## src/hdl/adc_ctrl_params.svh

```systemverilog
// Purpose: Named constants for the converter result/standby control block.
// Assumes: Included by the control module.
// Notes:   Times are in their own unit; cycle counts derive in the module.
`ifndef ADC_CTRL_PARAMS_SVH
`define ADC_CTRL_PARAMS_SVH

`define CLK_FREQ_HZ      250000000
`define SYS_FREQ_HZ      5000000
`define RATE_MILLIHZ     10170
`define HIGH_GAP_TICKS   500
`define SETTLE_PERIODS   3

`define CMD_WRITE_SETUP  8'hBF
`define CMD_READ_READY   8'h3F
`define CMD_READ_RESULT  8'h7F

`define CMD_BITS         5'd8
`define READY_BITS       5'd8
`define RESULT_BITS      5'd24

`define SETUP_RESET      8'h20
`define RESULT_RESET     24'h000000
`define CODE_POS_FULL    24'hD2F000
`define CODE_ZERO        24'h697800
`define CODE_NEG_FULL    24'h000000

`endif

```

## src/hdl/adc_ctrl_pkg.sv

```systemverilog
// Purpose: Types shared by the converter control block and its bench.
// Assumes: Constants come from adc_ctrl_params.svh.
// Notes:   Setup layout is MSB first: zero, channel, gain, standby, zeros.
package adc_ctrl_pkg;

  typedef struct packed {
    logic       zeroTop;
    logic       channel;
    logic       gain;
    logic       power_down_bit;
    logic [3:0] zeroLow;
  } setup_t;

  typedef struct packed {
    logic sclk;
    logic serialDataIoIn;
  } link_in_t;

  typedef struct packed {
    logic serialDataIoOut;
    logic serialDataIoOe;
  } link_out_t;

  typedef enum logic [4:0] {
    ST_IDLE  = 5'b00001,
    ST_CMD   = 5'b00010,
    ST_WRITE = 5'b00100,
    ST_READ  = 5'b01000,
    ST_HOLD  = 5'b10000
  } link_state_t;

endpackage

```

## src/hdl/adc_result_ready_standby_ctrl.sv

```systemverilog
// Purpose: Result pacing, ready flag, standby and two-wire link of a
//          single-channel sigma-delta converter.
// Assumes: clk 250 MHz; sclk and data pin are asynchronous to clk.
// Notes:   The 5 MHz system clock is a tick derived from clk.
// Contract
// - New result at 10.17 Hz, scales with clock
// - System clock internal, no external clock
// - Ready low when fresh word loaded
// - Ready high after full 24-bit read
// - Unread: ready high 500 ticks before update
// - Offset coding: D2F000, 697800, 000000
// - Standby stops new results
// - Standby holds tick count, settle count and result
// - Valid result three periods after standby cleared
// - Standby leaves link and ready alone
// - Ready level kept when standby cleared
// - Unread word readable in standby, ready rises
// - Setup bit: 0 normal, 1 standby
// - Read: command 7F, 24 bits MSB first
// - Command 3F: ready level over 8 clocks
`include "adc_ctrl_params.svh"
`timescale 1ns/1ns
`default_nettype none

module adc_result_ready_standby_ctrl #(
  parameter int unsigned UPDATE_TICKS =
    32'((64'(`SYS_FREQ_HZ) * 64'd1000) / 64'(`RATE_MILLIHZ))
) (
  // Clock and reset
  input  wire logic                 clk,
  input  wire logic                 nrst,
  // Two-wire link pins
  input  wire adc_ctrl_pkg::link_in_t   linkIn,
  output var  adc_ctrl_pkg::link_out_t  linkOut,
  // Ready pin, active low
  output var  logic                 resultReadyN,
  // Filter side
  input  wire logic signed [23:0]   sampleData,
  output var  adc_ctrl_pkg::setup_t setupOut
);
  import adc_ctrl_pkg::*;

  // Internal oscillator modelled as a tick every DIV clk cycles
  localparam int unsigned DIV = `CLK_FREQ_HZ / `SYS_FREQ_HZ;
  localparam int unsigned DW  = $clog2(DIV);
  localparam logic [DW-1:0] DIV_LAST = DW'(DIV - 1);
  localparam int unsigned TW  = $clog2(UPDATE_TICKS);
  localparam logic [TW-1:0] TICK_LAST = TW'(UPDATE_TICKS - 1);
  localparam logic [TW-1:0] GAP_POINT =
    TW'(UPDATE_TICKS - 1 - `HIGH_GAP_TICKS);
  localparam logic [1:0] SETTLE_SKIP = 2'(`SETTLE_PERIODS - 1);

  // Maps a signed filter word onto the offset output code
  function automatic logic [23:0] toOffset(input logic signed [23:0] d);
    logic signed [25:0] s;
    s = 26'(signed'({{2{d[23]}}, d}) + signed'({2'b00, `CODE_ZERO}));
    if (s < 26'sd0)
      return `CODE_NEG_FULL;
    if (s > signed'({2'b00, `CODE_POS_FULL}))
      return `CODE_POS_FULL;
    return s[23:0];
  endfunction

  // Only the written mode bits are kept; the fixed zeros stay zero
  function automatic setup_t toSetup(input logic [7:0] b);
    setup_t v;
    v = setup_t'(b);
    v.zeroTop = 1'b0;
    v.zeroLow = '0;
    return v;
  endfunction

  // Input synchronisers
  logic [1:0] sclkSync;
  logic [1:0] pinSync;
  logic       sclkPrev;
  logic       pinPrev;
  logic [1:0] next_sclkSync;
  logic [1:0] next_pinSync;
  logic       sclkS;
  logic       pinS;
  logic       sclkRise;
  logic       sclkFall;

  always_comb
  begin
    next_sclkSync = {sclkSync[0], linkIn.sclk};
    next_pinSync = {pinSync[0], linkIn.serialDataIoIn};
    sclkS = sclkSync[1];
    pinS = pinSync[1];
    sclkRise = sclkS & ~sclkPrev;
    sclkFall = ~sclkS & sclkPrev;
  end

  // Reset to idle-high levels so no false start is seen
  always_ff @(posedge clk or negedge nrst)
  begin
    if (!nrst)
    begin
      sclkSync <= 2'b11;
      pinSync <= 2'b11;
      sclkPrev <= 1'b1;
      pinPrev <= 1'b1;
    end
    else
    begin
      sclkSync <= next_sclkSync;
      pinSync <= next_pinSync;
      sclkPrev <= sclkS;
      pinPrev <= pinS;
    end
  end

  // Conversion pacing state
  logic [DW-1:0] divCount;
  logic [TW-1:0] tickCount;
  logic [1:0]    skipLeft;
  logic [23:0]   result;
  logic          readyN;
  logic          pdPrev;
  logic [DW-1:0] next_divCount;
  logic [TW-1:0] next_tickCount;
  logic [1:0]    next_skipLeft;
  logic [23:0]   next_result;
  logic          next_readyN;
  logic          next_pdPrev;
  logic          sysTick;
  logic          standby;
  logic          readDone;

  // Link state
  link_state_t state;
  link_state_t next_state;
  logic [4:0]  bitCount;
  logic [4:0]  next_bitCount;
  logic [7:0]  shiftIn;
  logic [7:0]  next_shiftIn;
  logic [23:0] shiftOut;
  logic [23:0] next_shiftOut;
  logic        dataRead;
  logic        next_dataRead;
  setup_t      setup;
  setup_t      next_setup;
  logic        outBit;
  logic        next_outBit;
  logic        outOe;
  logic        next_outOe;
  logic [7:0]  inByte;
  logic        startCond;
  logic        stopCond;

  assign standby = setup.power_down_bit;

  always_comb
  begin
    sysTick = (divCount == DIV_LAST);
    next_divCount = sysTick ? '0 : divCount + DW'(1);
    next_tickCount = tickCount;
    next_skipLeft = skipLeft;
    next_result = result;
    // A finished read releases ready, also during standby
    next_readyN = readDone ? 1'b1 : readyN;
    next_pdPrev = standby;
    // Standby freezes pacing only; link and ready run on
    if (!standby && pdPrev)
    begin
      // Filter must settle again; ready is left as it is
      next_tickCount = '0;
      next_skipLeft = SETTLE_SKIP;
    end
    else if (!standby && sysTick)
    begin
      if (tickCount == TICK_LAST)
      begin
        next_tickCount = '0;
        if (skipLeft != 2'd0)
          next_skipLeft = skipLeft - 2'd1;
        else
        begin
          // One-cycle load of the whole word
          next_result = toOffset(sampleData);
          next_readyN = 1'b0;
        end
      end
      else
      begin
        next_tickCount = tickCount + TW'(1);
        if (tickCount == GAP_POINT && skipLeft == 2'd0)
          next_readyN = 1'b1;
      end
    end
  end

  always_ff @(posedge clk or negedge nrst)
  begin
    if (!nrst)
    begin
      divCount <= '0;
      tickCount <= '0;
      skipLeft <= SETTLE_SKIP;
      result <= `RESULT_RESET;
      readyN <= 1'b1;
      pdPrev <= 1'b0;
    end
    else
    begin
      divCount <= next_divCount;
      tickCount <= next_tickCount;
      skipLeft <= next_skipLeft;
      result <= next_result;
      readyN <= next_readyN;
      pdPrev <= next_pdPrev;
    end
  end

  // Start/stop only count while the host owns the data line
  always_comb
  begin
    inByte = {shiftIn[6:0], pinS};
    startCond = sclkS & sclkPrev & pinPrev & ~pinS & ~outOe;
    stopCond = sclkS & sclkPrev & ~pinPrev & pinS & ~outOe;
    next_state = state;
    next_bitCount = bitCount;
    next_shiftIn = shiftIn;
    next_shiftOut = shiftOut;
    next_dataRead = dataRead;
    next_setup = setup;
    next_outBit = outBit;
    next_outOe = outOe;
    readDone = 1'b0;
    if (stopCond)
      next_state = ST_IDLE;
    else if (startCond)
    begin
      next_state = ST_CMD;
      next_bitCount = '0;
    end
    else
    begin
      unique case (state)
        ST_IDLE: next_outOe = 1'b0;
        ST_CMD, ST_WRITE:
        begin
          if (sclkRise)
          begin
            next_shiftIn = inByte;
            next_bitCount = bitCount + 5'd1;
            if (bitCount == `CMD_BITS - 5'd1)
            begin
              next_bitCount = '0;
              next_state = ST_HOLD;
              if (state == ST_WRITE)
              begin
                next_setup = toSetup(inByte);
              end
              else if (inByte == `CMD_WRITE_SETUP)
              begin
                next_state = ST_WRITE;
              end
              else if (inByte == `CMD_READ_RESULT)
              begin
                // Snapshot so a late load cannot tear the word
                next_state = ST_READ;
                next_shiftOut = result;
                next_dataRead = 1'b1;
              end
              else if (inByte == `CMD_READ_READY)
              begin
                next_state = ST_READ;
                next_shiftOut = {{8{readyN}}, 16'h0000};
                next_dataRead = 1'b0;
              end
            end
          end
        end
        ST_READ:
        begin
          if (sclkFall)
          begin
            // MSB first, driven on the falling edge
            next_outOe = 1'b1;
            next_outBit = shiftOut[23];
            next_shiftOut = {shiftOut[22:0], 1'b0};
          end
          else if (sclkRise)
          begin
            next_bitCount = bitCount + 5'd1;
            if (bitCount == (dataRead ? `RESULT_BITS : `READY_BITS) - 5'd1)
            begin
              next_state = ST_HOLD;
              readDone = dataRead;
            end
          end
        end
        // Release the pin on the sclk fall after the last bit's high phase
        ST_HOLD: next_outOe = sclkFall ? 1'b0 : outOe;
      endcase
    end
  end

  always_ff @(posedge clk or negedge nrst)
  begin
    if (!nrst)
    begin
      state <= ST_IDLE;
      bitCount <= '0;
      shiftIn <= '0;
      shiftOut <= '0;
      dataRead <= 1'b0;
      setup <= setup_t'(`SETUP_RESET);
      outBit <= 1'b1;
      outOe <= 1'b0;
    end
    else
    begin
      state <= next_state;
      bitCount <= next_bitCount;
      shiftIn <= next_shiftIn;
      shiftOut <= next_shiftOut;
      dataRead <= next_dataRead;
      setup <= next_setup;
      outBit <= next_outBit;
      outOe <= next_outOe;
    end
  end

  // Host is trusted not to read while ready is high
  assign linkOut = '{serialDataIoOut: outBit, serialDataIoOe: outOe};
  assign resultReadyN = readyN;
  assign setupOut = setup;

endmodule

`default_nettype wire

```

## config.mk

```make
export PLATFORM = sky130hd
export DESIGN_NAME = adc_result_ready_standby_ctrl
export DESIGN_NICKNAME = d
export VERILOG_FILES = /design/src/hdl/adc_ctrl_pkg.sv /design/src/hdl/adc_result_ready_standby_ctrl.sv
export VERILOG_INCLUDE_DIRS = /design/src /design/src/hdl
export SDC_FILE = /design/constraint.sdc
export NUM_CORES = 1
export LEC_CHECK = 0
export ABC_AREA = 1
export BUFFER_PORTS_ARGS = -buffer_cell sky130_fd_sc_hd__buf_2
export CAP_MARGIN = 0
export CORE_MARGIN = 3
export CORE_UTILIZATION = 50
export CTS_BUF_LIST = sky130_fd_sc_hd__clkbuf_2
export CTS_CLUSTER_SIZE = 20
export DETAILED_ROUTE_END_ITERATION = 16
export PLACE_DENSITY = 0.78
export SLEW_MARGIN = 20
export SYNTH_ARGS = -nofsm -noshare
export SYNTH_HDL_FRONTEND = slang
export SYNTH_SLANG_ARGS = --single-unit
```

## constraint.sdc

```tcl
create_clock -name clk -period 2.3 [get_ports clk]
set_clock_uncertainty 0.05 [all_clocks]
set_input_delay 0.23 -clock clk [delete_from_list [all_inputs] [get_ports clk]]
set_output_delay 0.23 -clock clk [all_outputs]
set_load 0.01 [all_outputs]
```

# Word level (Yosys, flattened, before mapping)
# Index checks and enable logic that the tools add are counted.
[word_totals]
register_bits = 106
in_bits = 28
output_inout_bits = 11
elab_cells = 168
[classes]
n_addsub = 6
n_lt_le_gt_ge = 2
n_eq_ne = 28
muxes = 67
n_bitwise = 20
reduce_logical = 25
[ops]
columns = ["operator", "n"]
rows = [
  ["24-bit two-way mux", 11],
  ["5-bit two-way mux", 17],
  ["19-bit two-way mux", 3],
  ["24-bit one-hot mux with 2 select lines", 1],
  ["19-bit equality test, second input constant", 2],
  ["1-bit two-way mux", 27],
  ["24-bit by 24-bit adder with 25-bit output, second input constant", 1],
  ["25-bit > comparator, second input constant", 1],
  ["25-bit by 1-bit < comparator with 1-bit output, second input constant", 1],
  ["4-bit != test, second input constant", 5],
  ["5-bit one-hot mux with 2 select lines", 2],
  ["19-bit by 1-bit adder with 19-bit output, second input constant", 1],
  ["2-bit != test, second input constant", 6],
  ["3-bit != test, second input constant", 4],
  ["4-bit AND reduction", 3],
  ["6-bit AND reduction", 2],
  ["2-bit nonzero test", 6],
  ["1-bit NOT", 11],
  ["5-bit by 3-bit equality test with 1-bit output, second input constant", 2],
  ["5-bit AND reduction", 2],
  ["1-bit AND", 9],
  ["9-bit AND reduction", 1],
  ["8-bit by 6-bit equality test with 1-bit output, second input constant", 1],
  ["8-bit by 7-bit equality test with 1-bit output, second input constant", 1],
  ["other kinds (22)", 28],
]

# Longest topological paths before layout
# Gate-level depths: netlist of run 1.
[depth]
ltp_word = 14
ltp_mapped = 17
mapped_depth_nobuf = 16

# Least setup slack after synthesis of run 1
# No wires, ideal clock.
[synth_path]
path_type = "reg-to-reg"
from = "reg tickCount[1]"
to = "reg skipLeft[0]"
setup_time_ns = 0.123
arrival_ns = 1.645
required_ns = 2.127
setup_slack_ns = 0.483
path_stages_with_launch = 12
path_buffers = 0
synth_period_minus_slack_ns = 1.817
path_cell_list = "dfrtp_1 > inv_1 > ha_1 > inv_1 > nor4_1 > nand4_1 > nand2_1 > nand2_1 > clkinv_2 > nand2_1 > a21oi_1 > a21oi_1"
[synth_between]
elab_chain_len = 3
[synth_rtl]
columns = ["item", "line_no", "text"]
rows = [
  ["start: declaration", "adc_result_ready_standby_ctrl.sv:116", "logic [TW-1:0] tickCount;"],
  ["start signal: assignment", "adc_result_ready_standby_ctrl.sv:208", "tickCount <= next_tickCount;"],
  ["19-bit equality test", "adc_result_ready_standby_ctrl.sv:173", "if (tickCount == TICK_LAST)"],
  ["2-bit nonzero test (no source line)", "n/a", ""],
  ["3-bit AND reduction (no source line)", "n/a", ""],
  ["end signal: assignment", "adc_result_ready_standby_ctrl.sv:209", "skipLeft <= next_skipLeft;"],
  ["end: declaration", "adc_result_ready_standby_ctrl.sv:117", "logic [1:0] skipLeft;"],
]
# No other way between the ends.
# A chain may end at the register's enable or synchronous reset.

# Worst setup path in the final report of run 1
# Same ends and word-level chain as after synthesis.

==> results of run 1 <==
-- through the flow --
step                      power (W)  cell area [um^2]  setup TNS [ps]  util, %
after floorplan             0.00261              5740               0        -
final                       0.00356              6420               0     58.2
after global placement      0.00275              5980               0     54.3
after global routing        0.00377              6420           -17.0     58.2
after detailed placement    0.00279              5980               0     54.3
after CTS                   0.00356              6330               0     57.4
-- metal layers --
metal	global-route usage, %	vias up
met2	32.5	196
li1	-	2462
met3	3.58	40
met4	7.29	0
met5	0	-
met1	29.6	2355
-- final cells by class --
type	count	area (um^2)
Antenna cell	1	2.50
Fill cell	984	4610
Clock inverter	4	20.0
Inverter	86	330
Tap cell	140	175
Multi-Input combinational cell	498	2590
Timing Repair Buffer	75	576
Clock buffer	12	60.1
Sequential cell	106	2670
-- layout by cell type (no fill, tap or decap), types with 5 or more instances in the layout --
cell	n
conb_1	5
clkbuf_2	12
dfstp_2	11
inv_2	7
nor4_1	9
dfrtp_1	95
nor2_1	59
or2_2	5
nand4_1	15
nand3_1	50
nand2_1	180
a31oi_1	7
dlygate4sd3_1	27
ha_1	7
buf_2	32
a22oi_1	15
mux2_2	5
a21oi_2	6
buf_4	14
inv_1	77
nor2_2	8
o21ai_0	26
o22ai_1	5
xor2_1	12
nor3_1	19
a21oi_1	28
-- synthesized netlist by cell type (all sizes together) --
master | number | share of area [%]
a211oi | 1 | 0.13
a21oi | 34 | 3.4
a221oi | 3 | 0.46
a22oi | 15 | 2.0
a31oi | 7 | 0.76
a41oi | 1 | 0.15
and2 | 1 | 0.11
buf | 20 | 2.9
clkbuf | 5 | 0.33
clkinv | 1 | 0.087
conb | 1 | 0.065
dfrtp | 95 | 42
dfstp | 11 | 5.0
ha | 7 | 1.5
inv | 85 | 5.6
mux2 | 5 | 0.98
nand2 | 184 | 12
nand3 | 52 | 4.7
nand3b | 4 | 0.52
nand4 | 16 | 2.0
nor2 | 70 | 5.3
nor3 | 23 | 2.3
nor4 | 10 | 1.2
o211ai | 2 | 0.26
o21a | 1 | 0.13
o21ai | 31 | 2.9
o221ai | 1 | 0.15
o22ai | 5 | 0.55
o31ai | 1 | 0.13
o32ai | 1 | 0.15
or2 | 6 | 0.66
xor2 | 12 | 1.8
-- sequential cells by signal, summed over array words and instances (netlist names), 2 cells and up --
register	count
bitCount	5
divCount	6
pinSync	2
result	24
sclkSync	2
setupOut	2
shiftIn	7
shiftOut	24
skipLeft	2
state	5
tickCount	19
-- worst paths after layout --
kind / start / to / cells after the start
hold reg to reg: sclkSync[0]$_DFF_PN1_ / sclkSync[1]$_DFF_PN1_ / 0
setup / recovery: tickCount[1]$_DFFE_PN0P_ / skipLeft[0]$_DFFE_PN0P_ / 11
min in group asynchronous: nrst / pinSync[1]$_DFF_PN1_ / 2
hold / removal: sampleData[20] / result[20]$_DFFE_PN0P_ / 8
setup reg to reg: tickCount[1]$_DFFE_PN0P_ / skipLeft[0]$_DFFE_PN0P_ / 11
max in group asynchronous: nrst / bitCount[2]$_DFFE_PN0P_ / 3
-- kinds of logic after synthesis --
kind of cell | after synthesis | share of synthesized area [%]
xor+xnor | 12 | 1.84
other cells | 1 | 0.0655
fa+ha+maj | 7 | 1.53
compound gates | 103 | 11.1
simple gates | 366 | 29.0
mux | 5 | 0.983
flops | 106 | 46.6
buf+inv | 111 | 8.87
-- power by group --
| group | total (W) | internal [W] | switching, W | leakage [nW] |
|---|---|---|---|---|
| clock network | 0.000749 | 0.000147 | 0.000603 | 0.0570 |
| registers | 0.00223 | 0.00207 | 0.000155 | 1.29 |
| logic | 0.000583 | 0.000243 | 0.000340 | 1.71 |
-- worst max-delay path, cell delays in order (launching register included) --
cell     delay, ps
dfrtp_1        470
inv_1          100
ha_1           180
inv_1           60
nor4_1         250
nand4_1        270
nand2_2        160
nand2_1        160
inv_4          130
nand2_1        100
a21oi_1        130
a21oi_1         50
-- what timing repair did --
| item | 4_1_cts | 5_1_grt |
|---|---|---|
| endpoints found under the hold margin | 127 | 0 |
| hold buffers | 27 | 0 |
| setup buffers | 0 | 7 |
| resized for setup | 0 | 9 |
| endpoints found under the setup margin | 0 | 36 |
==> impl_metrics.ini, run 1 <==
[timing]
slew_viol_final = 0
post-route-min-period_ps = 2160
worst_slew_pin_slew_ps = 627
fin_ws_ps = 136
timing.hold.ws_ps = 46.2
finalSetupViolCount = 0
maxSlewHeadroom_pct = 58.1
period_share_pct = 94.1
hold_viol_final = 0
fmax_mhz = 462

[floorplanning]
die-width_um = 113
start_util_pct = 51.9
fp.dieH_um = 113
core_um2 = 11000
fp-row-count = 38
io_pins = 39
die-area_um2 = 12800

[routing]
firstDrtPassIters = 6
wl_met3_um = 709
routedLengthMet1_um = 5870
ant_nets = 0
drtIter0Drc = 425
post_drt_wl_per_cell_um = 13.9
wl_met2_um = 5910
top_layer = met4
wirelength_um = 12800
via_count = 5053
drc = 0
vias_per_cell = 5.48

[worst_hold_path]
hp-class = input pin to flip-flop

[synthesis]
ys_seq_area_share_pct = 46.6
ys_warn_count = 0
ys_ff_latch = 106
syn_area_per_cell_um2 = 8.05
syn_inst = 711
syn-cell-area_um2 = 5730
synth.distinct_cells = 47

[clock_network]
cts_tree = yes
clk_pin_slew_ps = 280
clkSinkCount = 106
numCtsBuffers = 9
cts_root_buffer = clkbuf_2
clk_path_buf_depth = 2
clock_latency_ps = 610
h-tree-depth = 3

[global_routing]
grt_pass1_wl_um = 22000
grt_pass1_vias = 4789
grt_max_degree = 87
grt.total_usage_pct = 20.9
antenna_found_initial = 0
gr-total-overflow = 0

[placement]
hpwl_um = 8700
port_buffers = 33
place_inst = 871
place.gp.congestion = 0.890
place_ws_ps = 199

[run_status]
status = completed

[worst_setup_path]
crit_arrival_ps = 2640
crit_type = flip-flop to flip-flop
worstPathRequired_ps = 2780
endpoint_kind = flip-flop
r2r_slack_ps = 140
critPathLaunchType = flip-flop
path_max_fanout = 6

[power]
power.density_nw_per_um2 = 555
leakagePower_nw = 3.06
ir_worst_vdd_v = 0.000451

[cells_and_area]
final_layout_size_suffix_gt1_share_pct = 15.6
fin_cells = 922
nets = 811
area.growth.synth_to_final_pct = 12.1

[flow_run]
max_cap_viol_count = 0
No activity file was read; power rests on OpenSTA's default activity.
==> run 2: changes to the inputs <==
--- a/config.mk
+++ b/config.mk
@@ -14,6 +14,7 @@
 export CTS_BUF_LIST = sky130_fd_sc_hd__clkbuf_2
 export CTS_CLUSTER_SIZE = 20
 export DETAILED_ROUTE_END_ITERATION = 16
+export MAX_ROUTING_LAYER = met4
 export PLACE_DENSITY = 0.78
 export SLEW_MARGIN = 20
 export SYNTH_ARGS = -nofsm -noshare
==> impl_metrics.ini, run 2 (synthesis results as in run 1) <==
[run_status]
status = completed

[cells_and_area]
post-route-cell-area_um2 = 6370
final_layout_size_suffix_gt1_share_pct = 15.3
most-common-layout-cells = nand2_1 (179), dfrtp_1 (95), inv_1 (78)
area.growth.synth_to_final_pct = 11.3
mostFrequentLayoutCell = nand2_1
nFillCells = 986
fin_cells = 917
largest_registers = result: 24 flops, shiftOut: 24 flops, tickCount: 19 flops
nets = 807
insertedDiodeCount = 0

[global_routing]
grt-busiest-layer = met2
grt.total_usage_pct = 21.5
grt_max_degree = 69
global_route.usage.met3_pct = 4.01
grt_pass1_vias = 4800
antenna_found_initial = 0
grtUsageMet2_pct = 33.6
globalRouteMet1Util_pct = 27.8
gr-total-overflow = 0
grt_pass1_wl_um = 22000

[placement]
port_buffers = 33
place_ws_ps = 103
placedInstanceArea_um2 = 6000
place.gp.congestion = 0.906
hpwl_um = 8800
place_inst = 873

[clock_network]
cts_root_buffer = clkbuf_2
numCtsBuffers = 9
clkSinkCount = 106
clock_latency_ps = 610
clk_pin_slew_ps = 250
clk_path_buf_depth = 2
cts_tree = yes
h-tree-depth = 3

[routing]
post_drt_wl_per_cell_um = 13.8
wirelength_um = 12700
drtIter0Drc = 488
firstDrtPassIters = 5
ant_nets = 0
via_count = 5035
vias_per_cell = 5.49
drc = 0

[timing]
fmax_mhz = 474
hold_viol_final = 0
timing.hold.ws_ps = 39.0
rsz0062_at_grt = true
slew_viol_final = 0
fin_setup_tns_ps = 0
finalSetupViolCount = 0
fin_ws_ps = 188
post-route-min-period_ps = 2110
worst_slew_pin_slew_ps = 542
maxSlewHeadroom_pct = 63.8
period_share_pct = 91.8

[worst_setup_path]
crit_type = flip-flop to flip-flop
crit_arrival_ps = 2600
worstPathRequired_ps = 2790
endpoint_kind = flip-flop
path_max_fanout = 47
critPathLaunchType = flip-flop

[power]
clockPowerShare_pct = 20.8
leakagePower_nw = 3.03
ir_worst_vdd_v = 0.000304
swShare_pct = 30.5
power.density_nw_per_um2 = 554
pwr-share-comb_pct = 16.4
internal-power_w = 0.00245
power.switching_w = 0.00108
p_seq_share_pct = 62.9

[floorplanning]
fp-row-count = 38
die-area_um2 = 12800
start_util_pct = 51.9
core_um2 = 11000
io_pins = 39
die-width_um = 113
fp.dieH_um = 113

[flow_run]
max_cap_viol_count = 0

[worst_hold_path]
hp-class = input pin to flip-flop
-- run 2: final timing paths --
path / to / start / slack (ps) / depth (start not counted)
min: result[15]$_DFFE_PN0P_ / sampleData[15] / 40 / 6
max reg2reg: shiftOut[20]$_DFFE_PN0P_ / bitCount[0]$_DFFE_PN0P_ / 190 / 10
max: shiftOut[20]$_DFFE_PN0P_ / bitCount[0]$_DFFE_PN0P_ / 190 / 10
min in group asynchronous: state[0]$_DFFE_PN1P_ / nrst / 100 / 2
min reg2reg: pinSync[1]$_DFF_PN1_ / pinSync[0]$_DFF_PN1_ / 330 / 0
max in group asynchronous: state[4]$_DFFE_PN0P_ / nrst / 1130 / 3
-- run 2: worst max-delay path, stage by stage (launching register included) --
cell and delay (ps):
dfrtp_1 460, ha_1 200, inv_1 90, nor4_2 290
nand2_1 120, nand2_1 100, nand3_1 110, nor2_2 150
buf_12 230, nor2_1 70, a31oi_1 150
-- run 2: metal layers --
metal,vias to the layer above,routed length (um)
li1,2456,-
met1,2375,5750
met2,173,5930
met3,31,653
met4,0,336
met5,-,0
-- run 2: what timing repair did --
action,4_1_cts,5_1_grt
endpoints found under the setup margin,0,27
buffers inserted,0,3
hold buffers,25,0
endpoints found under the hold margin,128,0
gates resized for setup,0,9
-- run 2: layout make-up --
cell class | count | area, um^2 | area share (%)
flip-flops and latches | 106 | 2670 | 41.8
multi-input cells | 498 | 2580 | 40.5
inverters | 86 | 333 | 5.22
well taps | 140 | 175 | 2.75
clock inverters | 5 | 22.5 | 0.353
clock buffers | 11 | 55.1 | 0.864
repair buffers | 71 | 541 | 8.48
-- run 2: stage by stage --
| stage | utilization [%] | power (W) |
|---|---|---|
| global placement | 54.4 | 0.00275 |
| floorplan | - | 0.00261 |
| global route | 57.8 | 0.00373 |
| CTS | 57.4 | 0.00354 |
| finish | 57.8 | 0.00353 |
| detailed placement | 54.4 | 0.00279 |
-- run 2: power by group through the flow --
stage	Combinational, W	Clock (W)	Sequential, W
after CTS	0.000579	0.000750	0.00222
after detailed placement	0.000546	0	0.00224
after global routing	0.000662	0.000819	0.00225
after global placement	0.000513	0	0.00224
final	0.000577	0.000732	0.00222
after floorplan	0.000404	0	0.00221
